### config.mk
export PLATFORM = sky130hd
export DESIGN_NAME = ppm_regs
export DESIGN_NICKNAME = d
export VERILOG_FILES = /design/src/core/ppm_pkg.sv /design/src/core/ppm_edge.sv /design/src/core/ppm_irq.sv /design/src/core/ppm_regs.sv
export SDC_FILE = /design/constraint.sdc
export NUM_CORES = 1
export LEC_CHECK = 0
export ABC_AREA = 0
export BUFFER_PORTS_ARGS = -buffer_cell sky130_fd_sc_hd__buf_4
export CAP_MARGIN = 15
export CORE_MARGIN = 2
export CORE_UTILIZATION = 25
export DETAILED_ROUTE_END_ITERATION = 8
export GPL_TIMING_DRIVEN = 0
export PLACE_DENSITY = 0.44
export SETUP_SLACK_MARGIN = 0.3
export SLEW_MARGIN = 20
export SYNTH_ARGS = -nofsm -noshare
export SYNTH_HDL_FRONTEND = slang
export SYNTH_SLANG_ARGS = --single-unit
### constraint.sdc
create_clock -name clock_in -period 2.1 [get_ports clock_in]
set_clock_uncertainty 0.2 [all_clocks]
set_input_delay 0.21 -clock clock_in [delete_from_list [all_inputs] [get_ports clock_in]]
set_output_delay 0.21 -clock clock_in [all_outputs]
set_load 0.05 [all_outputs]
### src/core/ppm_pkg.sv
// Constants of the port 1 PHY register view: offsets, bit positions,
// reset values and the alias mapping between the two control layouts.
// Assumes a 16-bit register space addressed by printed byte offset.
package ppm_pkg;

  // ---------------------------------------------------------------
  // Register offsets
  // ---------------------------------------------------------------
  localparam int REG_ADDR_W = 12;
  localparam logic [11:0] OFS_MII_CTL = 12'h4D0;
  localparam logic [11:0] OFS_MII_STAT = 12'h4D2;
  localparam logic [11:0] OFS_ID_LOW = 12'h4D4;
  localparam logic [11:0] OFS_ID_HIGH = 12'h4D6;
  localparam logic [11:0] OFS_NAT_CTL4 = 12'h4F0;
  localparam logic [11:0] OFS_NAT_STAT = 12'h4F2;
  localparam logic [11:0] OFS_IRQ_STAT = 12'h4F4;
  localparam logic [11:0] OFS_IRQ_MASK = 12'h4F6;

  // ---------------------------------------------------------------
  // Basic control bit positions
  // ---------------------------------------------------------------
  localparam int CTL_LOOP = 14;
  localparam int CTL_F100 = 13;
  localparam int CTL_ANEN = 12;
  localparam int CTL_PDN = 11;
  localparam int CTL_RSTAN = 9;
  localparam int CTL_FDX = 8;
  localparam int CTL_XSEL = 5;
  localparam int CTL_FXO = 4;
  localparam int CTL_DXO = 3;
  localparam int CTL_DFEF = 2;
  localparam int CTL_DTX = 1;
  localparam int CTL_DLED = 0;
  // Bits held in storage; restart is a pulse and reads 0
  localparam logic [15:0] CTL_STORE_MASK = 16'h793F;
  localparam logic [15:0] CTL_RESET = 16'h1000;

  // ---------------------------------------------------------------
  // Native control four and native status bit positions
  // ---------------------------------------------------------------
  localparam int N4_LOOP = 8;
  localparam int N4_F100 = 6;
  localparam int N4_ANEN = 7;
  localparam int N4_PDN = 11;
  localparam int N4_RSTAN = 13;
  localparam int N4_FDX = 5;
  localparam int N4_FXO = 9;
  localparam int N4_DXO = 10;
  localparam int N4_DFEF = 12;
  localparam int N4_DTX = 14;
  localparam int N4_DLED = 15;
  localparam int NS_XSEL = 15;
  localparam int NS_FEF = 8;
  localparam int NS_ANDONE = 6;
  localparam int NS_LINK = 5;

  // ---------------------------------------------------------------
  // Basic status bit positions and fixed values
  // ---------------------------------------------------------------
  localparam logic [15:0] ST_FIXED = 16'h7800;
  localparam int ST_ANDONE = 5;
  localparam int ST_FEF = 4;
  localparam int ST_ANCAP = 3;
  localparam int ST_LINK = 2;

  // ---------------------------------------------------------------
  // Interrupt events
  // ---------------------------------------------------------------
  localparam int EV_ANDONE = 0;
  localparam int EV_LINK = 1;
  localparam int EV_FEF = 2;
  localparam int EV_N = 3;
  localparam logic [EV_N-1:0] IRQ_MASK_RESET = 3'h0;

  // Basic control layout to native control four layout
  function automatic logic [15:0] mii_to_n4(input logic [15:0] m);
    logic [15:0] n;
    n = 16'h0000;
    n[N4_LOOP] = m[CTL_LOOP];
    n[N4_F100] = m[CTL_F100];
    n[N4_ANEN] = m[CTL_ANEN];
    n[N4_PDN] = m[CTL_PDN];
    n[N4_FDX] = m[CTL_FDX];
    n[N4_FXO] = m[CTL_FXO];
    n[N4_DXO] = m[CTL_DXO];
    n[N4_DFEF] = m[CTL_DFEF];
    n[N4_DTX] = m[CTL_DTX];
    n[N4_DLED] = m[CTL_DLED];
    return n;
  endfunction

  // Native control four layout to basic control layout
  function automatic logic [15:0] n4_to_mii(input logic [15:0] n);
    logic [15:0] m;
    m = 16'h0000;
    m[CTL_LOOP] = n[N4_LOOP];
    m[CTL_F100] = n[N4_F100];
    m[CTL_ANEN] = n[N4_ANEN];
    m[CTL_PDN] = n[N4_PDN];
    m[CTL_FDX] = n[N4_FDX];
    m[CTL_FXO] = n[N4_FXO];
    m[CTL_DXO] = n[N4_DXO];
    m[CTL_DFEF] = n[N4_DFEF];
    m[CTL_DTX] = n[N4_DTX];
    m[CTL_DLED] = n[N4_DLED];
    return m;
  endfunction

endpackage

### src/core/ppm_edge.sv
// Edge detector over a group of live status levels.
// Assumes levels synchronous to clock_in.
`timescale 1ns/10ps
module ppm_edge
  import ppm_pkg::*;
#(
  parameter int N = EV_N
)
(
  input wire logic clock_in,
  input wire logic sys_rst_in,
  input wire logic [N-1:0] level_in,
  output logic [N-1:0] rise_out,
  output logic [N-1:0] fall_out
);

  logic [N-1:0] prev_r;
  logic [N-1:0] prev_nxt;

  // Remember last level
  always_comb
  begin
    prev_nxt = level_in;
  end

  always_ff @(posedge clock_in)
  begin
    if (sys_rst_in)
      prev_r <= '0;
    else
      prev_r <= prev_nxt;
  end

  // Per-bit edge pulses
  for (genvar i = 0; i < N; i++)
  begin : g_edge
    assign rise_out[i] = level_in[i] & ~prev_r[i];
    assign fall_out[i] = ~level_in[i] & prev_r[i];
  end

endmodule

### src/core/ppm_irq.sv
// Sticky event flags with mask and one level interrupt.
// Assumes set and clear pulses synchronous to clock_in.
`timescale 1ns/10ps
module ppm_irq
  import ppm_pkg::*;
#(
  parameter int N = EV_N
)
(
  input wire logic clock_in,
  input wire logic sys_rst_in,
  input wire logic [N-1:0] set_in,
  input wire logic [N-1:0] clr_in,
  input wire logic [N-1:0] mask_in,
  output logic [N-1:0] status_out,
  output logic irq_out
);

  logic [N-1:0] flag_r;
  logic [N-1:0] flag_nxt;

  // A set in the clearing cycle survives
  always_comb
  begin
    flag_nxt = (flag_r & ~clr_in) | set_in;
  end

  always_ff @(posedge clock_in)
  begin
    if (sys_rst_in)
      flag_r <= '0;
    else
      flag_r <= flag_nxt;
  end

  assign status_out = flag_r;
  assign irq_out = |(flag_r & mask_in);

endmodule

### src/core/ppm_regs.sv
// Port 1 PHY register view: basic control and status, identifier
// words, native control four and native status aliases, interrupts.
// Assumes a simple strobe bus and live PHY levels on clock_in.
//
// Summary of operation
// Control bit 14 loops received data back toward transmit.
// Control bit 13 forces 100 or 10 Mbps when negotiation off.
// Control bit 12 enables auto-negotiation; resets to one.
// Writing one to control bit 9 restarts auto-negotiation.
// Control bit 8 forces full or half duplex when negotiation off.
// Control bit 5 picks the crossover algorithm; resets to zero.
// Bit 4 forces crossed pairs; bit 3 disables auto crossover.
// Control bit 2 disables far-end-fault detection.
// Bit 1 disables transmitter, bit 0 disables LED; reset clear.
// Status bits 14 to 11 always read one.
// Status bits 15 and 0 read zero.
// Status bits 5, 4, 2 show negotiation done, fault, link.
// Status bit 3 follows negotiation enable, resets to one.
// Identifier low word reads a constant; writes ignored.
// Identifier high word reads a constant; writes ignored.
// Native and basic views share storage and read coherently.
// Unsupported and reserved bits read zero, ignore writes.
`timescale 1ns/10ps
module ppm_regs
  import ppm_pkg::*;
#(
  parameter int ADDR_W = REG_ADDR_W,
  // Identifier words; values are arbitrary
  parameter logic [15:0] PHY_ID_LOW = 16'h5A5A,
  parameter logic [15:0] PHY_ID_HIGH = 16'hA5C3
)
(
  input wire logic clock_in,
  input wire logic sys_rst_in,
  // Register port
  input wire logic [ADDR_W-1:0] addr_in,
  input wire logic [15:0] wr_data_in,
  input wire logic wr_en_in,
  input wire logic rd_en_in,
  output logic [15:0] rd_data_out,
  // Live PHY condition
  input wire logic link_up_in,
  input wire logic autoneg_done_in,
  input wire logic far_end_fault_in,
  // PHY control
  output logic loopback_out,
  output logic force_100_out,
  output logic autoneg_enable_out,
  output logic power_down_out,
  output logic autoneg_restart_out,
  output logic force_full_duplex_out,
  output logic crossover_algorithm_select_out,
  output logic force_crossed_out,
  output logic auto_crossover_disable_out,
  output logic far_end_fault_disable_out,
  output logic transmit_disable_out,
  output logic led_disable_out,
  // Interrupt
  output logic irq_out
);

  // ---------------------------------------------------------------
  // Elaboration check
  // ---------------------------------------------------------------
  if (ADDR_W < REG_ADDR_W)
  begin : g_chk
    $error("ppm_regs: address port too narrow for the map");
  end

  // A stored restart bit would read back as one and never end its pulse
  if (CTL_STORE_MASK[CTL_RSTAN] != 1'b0)
  begin : g_chk_restart
    $error("ppm_regs: restart bit must stay out of storage");
  end

  // A reset value outside storage could never be written back
  if ((CTL_RESET & ~CTL_STORE_MASK) != 16'h0000)
  begin : g_chk_reset
    $error("ppm_regs: control reset sets an unstored bit");
  end

  // Live status bits must not overlap the fixed capability field
  if (ST_FIXED[ST_ANDONE] || ST_FIXED[ST_FEF] || ST_FIXED[ST_ANCAP] ||
    ST_FIXED[ST_LINK])
  begin : g_chk_status
    $error("ppm_regs: live status bit overlaps a fixed bit");
  end

  // ---------------------------------------------------------------
  // Declarations
  // ---------------------------------------------------------------
  logic [15:0] ctl_r;
  logic [15:0] ctl_nxt;
  logic restart_r;
  logic restart_nxt;
  logic [15:0] rd_data_r;
  logic [15:0] rd_data_nxt;
  logic [EV_N-1:0] mask_r;
  logic [EV_N-1:0] mask_nxt;
  logic [15:0] mii_stat;
  logic [15:0] nat_stat;
  logic [15:0] nat_ctl4;
  logic fef_live;
  logic [EV_N-1:0] ev_level;
  logic [EV_N-1:0] ev_rise;
  logic [EV_N-1:0] ev_fall;
  logic [EV_N-1:0] ev_set;
  logic [EV_N-1:0] ev_clr;
  logic [EV_N-1:0] ev_status;
  logic wr_mii_ctl;
  logic wr_nat_ctl4;
  logic wr_nat_stat;
  logic wr_irq_mask;
  logic rd_irq_stat;

  // Address match against a printed offset
  function automatic logic hit(input logic [11:0] ofs);
    return addr_in == ADDR_W'(ofs);
  endfunction

  // ---------------------------------------------------------------
  // Access decode
  // ---------------------------------------------------------------

  // Write strobes per writable register
  assign wr_mii_ctl = wr_en_in && hit(OFS_MII_CTL);
  assign wr_nat_ctl4 = wr_en_in && hit(OFS_NAT_CTL4);
  assign wr_nat_stat = wr_en_in && hit(OFS_NAT_STAT);
  assign wr_irq_mask = wr_en_in && hit(OFS_IRQ_MASK);

  // Read strobe that clears the event flags
  assign rd_irq_stat = rd_en_in && hit(OFS_IRQ_STAT);

  // ---------------------------------------------------------------
  // Control storage
  // ---------------------------------------------------------------

  // Both layouts land in the one control word
  always_comb
  begin
    ctl_nxt = ctl_r;
    if (wr_mii_ctl)
    begin
      // Unsupported bits dropped on the way in
      ctl_nxt = wr_data_in & CTL_STORE_MASK;
    end
    else if (wr_nat_ctl4)
    begin
      // Crossover select lives in the native status view
      ctl_nxt = n4_to_mii(wr_data_in) & CTL_STORE_MASK;
      ctl_nxt[CTL_XSEL] = ctl_r[CTL_XSEL];
    end
    else if (wr_nat_stat)
    begin
      ctl_nxt[CTL_XSEL] = wr_data_in[NS_XSEL];
    end
  end

  always_ff @(posedge clock_in)
  begin
    if (sys_rst_in)
      ctl_r <= CTL_RESET;
    else
      ctl_r <= ctl_nxt;
  end

  // ---------------------------------------------------------------
  // Restart pulse
  // ---------------------------------------------------------------

  // Either view can request a restart; the bit self-clears
  always_comb
  begin
    restart_nxt = 1'b0;
    if (wr_mii_ctl)
      restart_nxt = wr_data_in[CTL_RSTAN];
    else if (wr_nat_ctl4)
      restart_nxt = wr_data_in[N4_RSTAN];
  end

  always_ff @(posedge clock_in)
  begin
    if (sys_rst_in)
      restart_r <= 1'b0;
    else
      restart_r <= restart_nxt;
  end

  // ---------------------------------------------------------------
  // Status words
  // ---------------------------------------------------------------

  // Fault report is suppressed while detection is disabled
  assign fef_live = far_end_fault_in & ~ctl_r[CTL_DFEF];

  // Basic status: fixed capability plus live conditions
  always_comb
  begin
    mii_stat = ST_FIXED;
    mii_stat[ST_ANDONE] = autoneg_done_in;
    mii_stat[ST_FEF] = fef_live;
    mii_stat[ST_ANCAP] = ctl_r[CTL_ANEN];
    mii_stat[ST_LINK] = link_up_in;
  end

  // Native status: same live bits at their native places
  always_comb
  begin
    nat_stat = 16'h0000;
    nat_stat[NS_XSEL] = ctl_r[CTL_XSEL];
    nat_stat[NS_FEF] = fef_live;
    nat_stat[NS_ANDONE] = autoneg_done_in;
    nat_stat[NS_LINK] = link_up_in;
  end

  // Native control four is a rearranged copy of the control word
  assign nat_ctl4 = mii_to_n4(ctl_r);

  // ---------------------------------------------------------------
  // Read port
  // ---------------------------------------------------------------

  // Read data stands for the one cycle after the strobe
  always_comb
  begin
    rd_data_nxt = 16'h0000;
    if (rd_en_in)
    begin
      if (hit(OFS_MII_CTL))
        rd_data_nxt = ctl_r;
      else if (hit(OFS_MII_STAT))
        rd_data_nxt = mii_stat;
      else if (hit(OFS_ID_LOW))
        rd_data_nxt = PHY_ID_LOW;
      else if (hit(OFS_ID_HIGH))
        rd_data_nxt = PHY_ID_HIGH;
      else if (hit(OFS_NAT_CTL4))
        rd_data_nxt = nat_ctl4;
      else if (hit(OFS_NAT_STAT))
        rd_data_nxt = nat_stat;
      else if (hit(OFS_IRQ_STAT))
        rd_data_nxt = {13'h0000, ev_status};
      else if (hit(OFS_IRQ_MASK))
        rd_data_nxt = {13'h0000, mask_r};
      else
        rd_data_nxt = 16'h0000; // Unmapped reads as zero
    end
  end

  always_ff @(posedge clock_in)
  begin
    if (sys_rst_in)
      rd_data_r <= 16'h0000;
    else
      rd_data_r <= rd_data_nxt;
  end

  assign rd_data_out = rd_data_r;

  // ---------------------------------------------------------------
  // Interrupt mask
  // ---------------------------------------------------------------

  // Mask occupies the low bits; upper bits ignore writes
  always_comb
  begin
    mask_nxt = mask_r;
    if (wr_irq_mask)
      mask_nxt = wr_data_in[EV_N-1:0];
  end

  always_ff @(posedge clock_in)
  begin
    if (sys_rst_in)
      mask_r <= IRQ_MASK_RESET;
    else
      mask_r <= mask_nxt;
  end

  // ---------------------------------------------------------------
  // Events
  // ---------------------------------------------------------------

  // Live levels watched for change
  always_comb
  begin
    ev_level = '0;
    ev_level[EV_ANDONE] = autoneg_done_in;
    ev_level[EV_LINK] = link_up_in;
    ev_level[EV_FEF] = fef_live;
  end

  ppm_edge #(
    .N(EV_N)
  ) u_edge (
    .clock_in(clock_in),
    .sys_rst_in(sys_rst_in),
    .level_in(ev_level),
    .rise_out(ev_rise),
    .fall_out(ev_fall)
  );

  // Completion and fault on rise, link on either edge
  always_comb
  begin
    ev_set = ev_rise;
    ev_set[EV_LINK] = ev_rise[EV_LINK] | ev_fall[EV_LINK];
  end

  // Reading the status word clears every flag it returned
  assign ev_clr = {EV_N{rd_irq_stat}};

  ppm_irq #(
    .N(EV_N)
  ) u_irq (
    .clock_in(clock_in),
    .sys_rst_in(sys_rst_in),
    .set_in(ev_set),
    .clr_in(ev_clr),
    .mask_in(mask_r),
    .status_out(ev_status),
    .irq_out(irq_out)
  );

  // ---------------------------------------------------------------
  // PHY control outputs
  // ---------------------------------------------------------------

  // Straight from the control flops
  assign loopback_out = ctl_r[CTL_LOOP];
  assign force_100_out = ctl_r[CTL_F100];
  assign autoneg_enable_out = ctl_r[CTL_ANEN];
  assign power_down_out = ctl_r[CTL_PDN];
  assign autoneg_restart_out = restart_r;
  assign force_full_duplex_out = ctl_r[CTL_FDX];
  assign crossover_algorithm_select_out = ctl_r[CTL_XSEL];
  assign force_crossed_out = ctl_r[CTL_FXO];
  assign auto_crossover_disable_out = ctl_r[CTL_DXO];
  assign far_end_fault_disable_out = ctl_r[CTL_DFEF];
  assign transmit_disable_out = ctl_r[CTL_DTX];
  assign led_disable_out = ctl_r[CTL_DLED];

endmodule

==> results of run 1 <==
-- metrics by stage --
step | util, % | cell area [um2]
3_5_place_dp | 34.7 | 2370
4_1_cts | 38.1 | 2600
3_3_place_gp | 34.7 | 2370
5_1_grt | 40.2 | 2740
2_1_floorplan | - | 1790
6_report | 40.2 | 2740
-- worst register-to-register path: stages (launching register included) --
cell and delay [ns]:
dfxtp_1 0.33, inv_1 0.10, a2111oi_0 0.40, a221oi_1 0.12
nor3_1 0.19
-- cell families after synthesis --
logic type / after synthesis
xor+xnor: 1
mux: 6
buf+inv: 23
flops: 37
compound gates: 58
simple gates: 82
-- sequential cells by signal, summed over array words and instances, names as in the netlist --
| name | flops |
|---|---|
| autoneg_restart_out | 1 |
| ctl_r | 11 |
| mask_r | 3 |
| rd_data_out | 16 |
| u_edge.prev_r | 3 |
| u_irq.status_out | 3 |
-- area by class of cell --
type                       count  area share, %
buffer                        12           2.87
clock buffer                   7           3.15
inverter                      11           1.50
multi-input combinational    147           37.3
sequential                    37           27.0
tap                           96           4.38
timing repair buffer          79           23.8
-- power by group --
part / switching (mW) / internal (mW)
Clock: 0.246 / 0.260
Sequential: 0.00607 / 0.711
Combinational: 0.0896 / 0.0979
Total: 0.342 / 1.07
-- synth_stat cells, drive strengths merged (2+ instances only) --
cell    instances  area [um2]
inv            11        41.3
nand3           3        15.0
mux2i           4        40.0
nor4            4        31.3
nor2b           4        25.0
a31oi           3        18.8
dfxtp          37         741
nand2          21        78.8
a22o            3        26.3
or2             2        12.5
and2            2        12.5
a22oi           4        30.0
and4b           2        20.0
a211oi          6        45.0
nand2b          4        25.0
clkbuf          9        33.8
nand3b          2        15.0
or3             2        12.5
nand4           2        12.5
o22ai           2        12.5
or3b            2        17.5
a21oi          20         100
a32oi           2        17.5
nor2           15        58.8
o21ai           5        25.0
a221oi          3        26.3
mux2            2        22.5
o32ai           3        26.3
nor3            7        35.0
buf             3        20.0
-- worst max-delay path by stage --
| stage | from | to | slack [ns] | depth (start not counted) |
|---|---|---|---|---|
| floorplan | addr_in[2] | ctl_r[5] | 0.25 | 6 |
| finish | addr_in[2] | rd_data_out[12] | 0.32 | 6 |
| global placement | addr_in[9] | ctl_r[2] | -0.56 | 5 |
| global route | addr_in[2] | rd_data_out[12] | 0.29 | 6 |
| CTS | addr_in[5] | autoneg_restart_out | 0.30 | 5 |
| detailed placement | addr_in[9] | ctl_r[2] | -0.48 | 5 |
-- routing by layer --
metal	global-route usage [%]	vias to the layer above	share of wire (%)
met5	0	-	0
met4	6.06	0	1.2
met3	3.49	5	6.1
met2	27.6	60	46
met1	22.7	890	47
li1	-	937	-
-- what timing repair did --
item	in CTS	in global routing
buffers inserted	3	4
cloned	0	1
pin swaps	2	3
gates resized for setup	5	18
hold buffers	10	0
hold endpoints to repair	10	0
endpoints found under the setup margin	26	23
==> results.toml, run 1 <==
[critical_path]
rrSetupSlack_ns = 0.69
cp.arrival_ns = 1.76
r2r-end = "rd_data_out[5]"
crit_chain = "buf_12 > or4b_4 > buf_8 > or4_4 > o21ai_2 > nor2_1"
cpMaxStageDelayCell = "or4b_4"
rr_startpoint = "ctl_r[8]"
setup.worst_path.class = "in2reg"
critPathMaxFanout = 5
cp-start-kind = "primary input"
end_kind = "flip-flop"
crit_buf_inv = 2
slowest_delay_ns = 0.60
crit_family = "simple AND/OR/NAND/NOR gates"
reg2regPathDepth = 4
required_ns = 2.08

[synthesis]
synth_ff_type = "dfxtp_1"
synthCells = 207
synth_compound_area_share_pct = 22.0
syn_area_mm2 = 0.00177
synth_warnings = 0
async_flop_share_pct = 0
synth_top_family_by_area = "simple AND/OR/NAND/NOR gates"
yosysSeqAreaShare_pct = 41.9
synth_seq_cells = 37
synth_cell_type_count = 52
synth-simple-area-share_pct = 26.7
yosys.area_share.xor_xnor_pct = 0.495
synth_edf_count = 0
synthMuxAreaShare_pct = 3.54
synth_area_per_cell_um2 = 8.54
syn-num-nets = 242
synthAdderAreaFrac_pct = 0

[floorplan]
dieHeight_um = 88.1
die_w_um = 88.1
die_area_mm2 = 0.00776
start_util_pct = 25.9
core_mm2 = 0.00683
ios = 64
rows = 30

[timing]
period_share_pct = 84.6
rsz0062_at_grt = "yes"
fin_crit_ns = 1.78
hold_viol = 0
fin_setup_tns_ns = 0
timing.fmax_mhz = 563
worst_pin_slew_ns = 0.526
worst_slack_ns = 0.323
relSlewSlack_pct = 64.9
setup_viol = 0
whs_ns = 0.0168
slew_viol_final = 0

[global_route]
grt_usage_pct = 17.1
grt_pass1_vias = 1889
antenna_found_initial = 0
grt_start_max_net_pins = 11
grt_remaining_overflow = 0
grt_pass1_wl_mm = 9.91

[cts]
cts_buffers = 5
clock-sinks = 37
cts_tree = "yes"
insertion_delay_ns = 0.29
cts.clk_slew.worst_paths_ns = 0.07
ctsLongestPathBuffers = 2
cts-root-buf = "clkbuf_8"
htreeDepth = 2

[placed_design]
dp_slack_ns = -0.477
dp.cells = 364
post-dp-hpwl_mm = 4.92
gp_congestion = 0.899
portBuffers = 61

[worst_hold_path]
hp-start = "wr_data_in[8]"
hold_end = "ctl_r[8]"
hold_depth = 3
worst_hold_path_type = "in2reg"

[finish]
antenna_cells = 0
finalNonFillerCells = 389
seq_area_um2 = 741
layout-drive-gt1-share_pct = 34.5
num-fill-cells = 729
multi_input_area_mm2 = 0.00102
layout_commonest_cell = "buf_4"
final_cell_mix = "66 x buf_4, 37 x dfxtp_1, 21 x nand2_1, 20 x a21oi_1, 12 x nor2_1"
final_nets = 328
syn_to_final_growth_pct = 55.2

[power_and_ir_drop]
cellPowerDensity_mw_per_mm2 = 514
irDropWorstVdd_mv = 0.201
power_mw = 1.41
leakage_nw = 1.08

[detailed_routing]
wl_mm = 6.39
via_per_inst = 4.86
post_drt_wl_per_cell_um = 16.4
postRouteAntennaNets = 0
drc = 0
drtPass1Iterations = 4
drtIter0Drc = 127
vias = 1892

[flow_run]
cap_violations = 0

[run_status]
outcome = "completed"
Power figures use the tool's default switching activity.
==> run 2: changes to the inputs <==
==> constraint.sdc (replaced) <==
create_clock -name clock_in -period 1.71 [get_ports clock_in]
set_clock_uncertainty 0.2 [all_clocks]
set_input_delay 0.171 -clock clock_in [delete_from_list [all_inputs] [get_ports clock_in]]
set_output_delay 0.171 -clock clock_in [all_outputs]
set_load 0.05 [all_outputs]
==> run 2 against run 1 <==
The flow now finishes with violations (negative hold slack). Via count is 7.3% higher. Die area is the same. Global-route usage increased by 0.90 points. Worst setup slack worse by 0.32 ns. Total power grew 48%. Combinational power is 48% higher. Final area rose by 17%. Critical path depth down 1. Routed wire length increased by 9.0%. Register-to-register slack worse by 0.43 ns. Critical path type unchanged. Largest cell class unchanged. Largest power group is now clock. Highest routed layer unchanged.
==> results.toml, run 2 (synthesis gave the netlist of run 1 again) <==
[cts]
cts_tree = "yes"
cts.clk_slew.worst_paths_ns = 0.08
htreeDepth = 2
cts_buffers = 5
insertion_delay_ns = 0.30
ctsLongestPathBuffers = 2
clock-sinks = 37
cts-root-buf = "clkbuf_8"

[critical_path]
cp-start-kind = "primary input"
reg2regPathDepth = 4
crit_family = "simple AND/OR/NAND/NOR gates"
path_depth = 5
required_ns = 1.72
cpMaxStageDelayCell = "or4b_4"
crit_top_cell = "buf_8"
critPathMaxFanout = 7
crit_buf_inv = 2
slowest_delay_ns = 0.58
cp.arrival_ns = 1.72
end_kind = "flip-flop"
crit_chain = "buf_8 > or4b_4 > buf_8 > or4_4 > o32ai_2"
setup.worst_path.class = "in2reg"

[timing]
worst_pin_slew_ns = 0.693
whs_ns = -0.0152
rsz0062_at_grt = "yes"
hold_viol = 1
worst_slack_ns = 0.00189
period_share_pct = 99.9
timing.fmax_mhz = 585
slew_viol_final = 0
setup_viol = 0
relSlewSlack_pct = 53.8
fin_crit_ns = 1.71

[detailed_routing]
via_per_inst = 4.92
drc = 0
drtPass1Iterations = 4
post_drt_wl_per_cell_um = 16.9
drtIter0Drc = 147
wl_mm = 6.97
postRouteAntennaNets = 0
vias = 2031

[placed_design]
gp_congestion = 0.801
portBuffers = 61
dp_slack_ns = -0.611
post-dp-hpwl_mm = 4.89

[power_and_ir_drop]
leakage_nw = 1.27
cellPowerDensity_mw_per_mm2 = 650
irDropWorstVdd_mv = 0.279

[worst_hold_path]
hold_depth = 4
worst_hold_path_type = "in2reg"

[finish]
antenna_cells = 0
layout_commonest_cell = "buf_4"
syn_to_final_growth_pct = 81.8
fin_util_pct = 47.1
final_nets = 351
final_cell_mix = "76 x buf_4, 32 x dfxtp_1, 18 x nand2_1, 16 x dlygate4sd3_1, 13 x a21oi_1"
layout-drive-gt1-share_pct = 48.6
largest_reg_flops = 16

[run_status]
violations = "negative hold slack"
outcome = "complete, but fails checks"

[global_route]
grt_pass1_wl_mm = 10.4
grt_remaining_overflow = 0
grt_pass1_vias = 1929
grt_start_max_net_pins = 13
grt_usage_pct = 18.0
antenna_found_initial = 0

[floorplan]
start_util_pct = 25.9
rows = 30
core_mm2 = 0.00683
die_w_um = 88.1
die_area_mm2 = 0.00776
dieHeight_um = 88.1
ios = 64

[flow_run]
cap_violations = 0
[run 2: tightest hold or removal path, delay by kind of cell]
kind | cells | cell delay [ns]
AND/OR/NAND/NOR | 2 | 0.10
AO/OA/AOI/OAI | 1 | 0.05
buffers and inverters | 1 | 0.11
[run 2: path summary, 6_finish.rpt]
path / to / slack [ns] / start
worst max-delay path: rd_data_out[8] / 0.002 / addr_in[8]
worst min-delay path: rd_data_out[12] / -0.02 / sys_rst_in
worst max register to register: rd_data_out[5] / 0.26 / ctl_r[8]
worst min register to register: u_irq.status_out[2] / 0.28 / u_edge.prev_r[2]
[run 2: cell type report]
class | instances | area (um2)
clock inverter | 3 | 65.1
clock buffer | 5 | 68.8
tap | 96 | 120
sequential | 37 | 747
timing repair buffer | 102 | 847
fill | 699 | 3620
buffer | 12 | 113
multi-input combinational | 147 | 1210
inverter | 11 | 41.3
[run 2: repair_timing]
action,CTS,global route
hold buffers,16,0
resized for setup,38,38
pin swaps,22,25
setup buffers,13,12
hold endpoints to repair,16,0
setup endpoints to repair,34,34
[run 2: metal layers]
metal	share of wire, %	global-route usage (%)
met1	48	24.6
met2	47	28.2
met3	4.0	3.68
met4	1.5	6.34
met5	0	0
[run 2: power by group]
group / internal (mW) / switching (mW) / total (mW)
Combinational: 0.145 / 0.132 / 0.277
Clock: 0.580 / 0.353 / 0.933
Sequential: 0.873 / 0.00700 / 0.880
Total: 1.60 / 0.492 / 2.09
[run 2: per-stage QoR]
| step | total power, mW | setup TNS (ns) | hold slack, ns | cell area [um2] | cells |
|---|---|---|---|---|---|
| after floorplan | 0.984 | -0.781 | 0.0543 | 1830 | 207 |
| after global placement | 1.09 | -12.76 | 0.197 | 2410 | 364 |
| after detailed placement | 1.09 | -12.15 | 0.205 | 2410 | 364 |
| after CTS | 2.07 | 0 | 0.00300 | 2980 | 401 |
| after global routing | 2.16 | -0.0313 | 0.0150 | 3210 | 413 |
| final | 2.09 | 0 | -0.0152 | 3210 | 413 |
==> run 3: changes to the inputs <==
--- a/config.mk
+++ b/config.mk
@@ -12,7 +12,6 @@
 export CORE_UTILIZATION = 25
 export DETAILED_ROUTE_END_ITERATION = 8
 export GPL_TIMING_DRIVEN = 0
-export PLACE_DENSITY = 0.44
 export SETUP_SLACK_MARGIN = 0.3
 export SLEW_MARGIN = 20
 export SYNTH_ARGS = -nofsm -noshare
==> run 3 against run 2 <==
The run now ends clean. Global-route usage is 0.59 points lower. Worst setup slack better by 0.029 ns. Total power is 15% lower. Critical endpoint unchanged. Highest routed layer unchanged.
==> results.toml, run 3 (synthesis gave the netlist of run 1 again) <==
[cts]
cts_buffers = 5
insertion_delay_ns = 0.30
ctsLongestPathBuffers = 2
cts-root-buf = "clkbuf_8"
cts_tree = "yes"
cts.clk_slew.worst_paths_ns = 0.08
clock-sinks = 37
htreeDepth = 2

[finish]
layout_commonest_cell = "buf_4"
syn_to_final_growth_pct = 73.4
final_cell_mix = "72 x buf_4, 34 x dfxtp_1, 19 x nand2_1, 14 x dlygate4sd3_1, 13 x a21oi_1"
largest_reg_flops = 16
fin_area_mm2 = 0.00307
layout-drive-gt1-share_pct = 45.3
final_nets = 344
antenna_cells = 0

[detailed_routing]
via_per_inst = 4.99
postRouteAntennaNets = 0
dr_wl_met2_mm = 3.19
drtPass1Iterations = 7
wl_mm = 6.84
post_drt_wl_per_cell_um = 16.9
highest_layer = "met4"
wl_met1_mm = 3.12
drc = 0
route.met3.wl_um = 442
drtIter0Drc = 173
vias = 2019

[critical_path]
required_ns = 1.71
rr_startpoint = "ctl_r[14]"
end_kind = "flip-flop"
r2r-end = "rd_data_out[8]"
reg2regPathDepth = 4
setup.worst_path.class = "in2reg"
cp-start-kind = "primary input"
critPathMaxFanout = 8
rrSetupSlack_ns = 0.27
cp.arrival_ns = 1.68

[timing]
hold_viol = 0
rsz0062_at_grt = "yes"
setup_viol = 0
slew_viol_final = 0
period_share_pct = 98.2
relSlewSlack_pct = 56.5
timing.fmax_mhz = 596
fin_crit_ns = 1.68
whs_ns = 0.00672
worst_pin_slew_ns = 0.653

[power_and_ir_drop]
power.switching_mw = 0.445
switching_share_pct = 25.0
clkPwrFrac_pct = 35.3
leakage_nw = 1.19
p_seq_share_pct = 49.6
internal-power_mw = 1.33
irDropWorstVdd_mv = 0.268
combPwrFrac_pct = 15.1
cellPowerDensity_mw_per_mm2 = 579

[worst_hold_path]
hold_end = "ctl_r[1]"
worst_hold_path_type = "in2reg"
hold_depth = 3
hp-start = "wr_data_in[14]"

[run_status]
outcome = "completed"

[placed_design]
placed_cell_area_mm2 = 0.00241
portBuffers = 61
post-dp-hpwl_mm = 4.71
gp_congestion = 0.872

[global_route]
grt_remaining_overflow = 0
grt_pass1_vias = 1954
grt_start_max_net_pins = 11
antenna_found_initial = 0
grt_usage_pct = 17.4
grt_pass1_wl_mm = 10.2

[floorplan]
die_area_mm2 = 0.00776
start_util_pct = 25.9
core_mm2 = 0.00683
dieHeight_um = 88.1
rows = 30
ios = 64
die_w_um = 88.1

[flow_run]
cap_violations = 0
-- run 3: power by group through the flow --
stage | registers, mW | logic [mW] | clock network, mW
after floorplan | 0.898 | 0.0852 | 0
final | 0.881 | 0.269 | 0.627
after CTS | 0.880 | 0.251 | 0.639
after global routing | 0.882 | 0.283 | 0.677
after detailed placement | 0.900 | 0.186 | 0
after global placement | 0.900 | 0.185 | 0
-- run 3: final cells by class --
cell class / count / area (um2)
clock buffers: 7 / 86.3
inverters: 11 / 41.3
multi-input cells: 147 / 1170
well taps: 96 / 120
plain buffers: 12 / 114
repair buffers: 95 / 786
fillers: 703 / 3770
flip-flops and latches: 37 / 744
-- run 3: critical path, stage by stage --
cell	delay (ns)
buf_8	0.09
or4b_4	0.56
buf_8	0.16
or4_4	0.47
o32ai_2	0.22
-- run 3: layer usage --
metal  up-vias  GRT usage, %
li1        972             -
met1       946          23.2
met2        88          27.5
met3        13          4.62
met4         0          5.37
met5         -             0
-- run 3: worst max-delay path by stage --
stage | start | to | slack [ns] | cells past startpoint
finish | addr_in[8] | rd_data_out[8] | 0.03 | 5
global placement | addr_in[2] | rd_data_out[2] | -0.56 | 7
CTS | addr_in[8] | rd_data_out[8] | 0.06 | 5
global route | addr_in[8] | rd_data_out[12] | 0.001 | 6
floorplan | addr_in[2] | ctl_r[5] | -0.10 | 6
detailed placement | addr_in[2] | rd_data_out[2] | -0.56 | 7
-- run 3: repair_timing --
item                                    in CTS  in global routing
pin swaps                                   28                 18
cloned                                       0                  1
hold endpoints to repair                    14                  0
setup buffers                               13                  6
endpoints found under the setup margin      34                 34
hold buffers                                14                  0
resized for setup                           41                 24
-- run 3: through the flow --
step	util, %	cells	TNS, ns	worst slack [ns]	power, mW
finish	44.9	405	0	0.0313	1.78
global route	44.9	405	0	0.00148	1.84
CTS	42.9	398	0	0.0568	1.77
detailed placement	35.3	364	-10.60	-0.557	1.09
global placement	35.3	364	-10.78	-0.559	1.09
floorplan	-	207	-0.781	-0.102	0.984
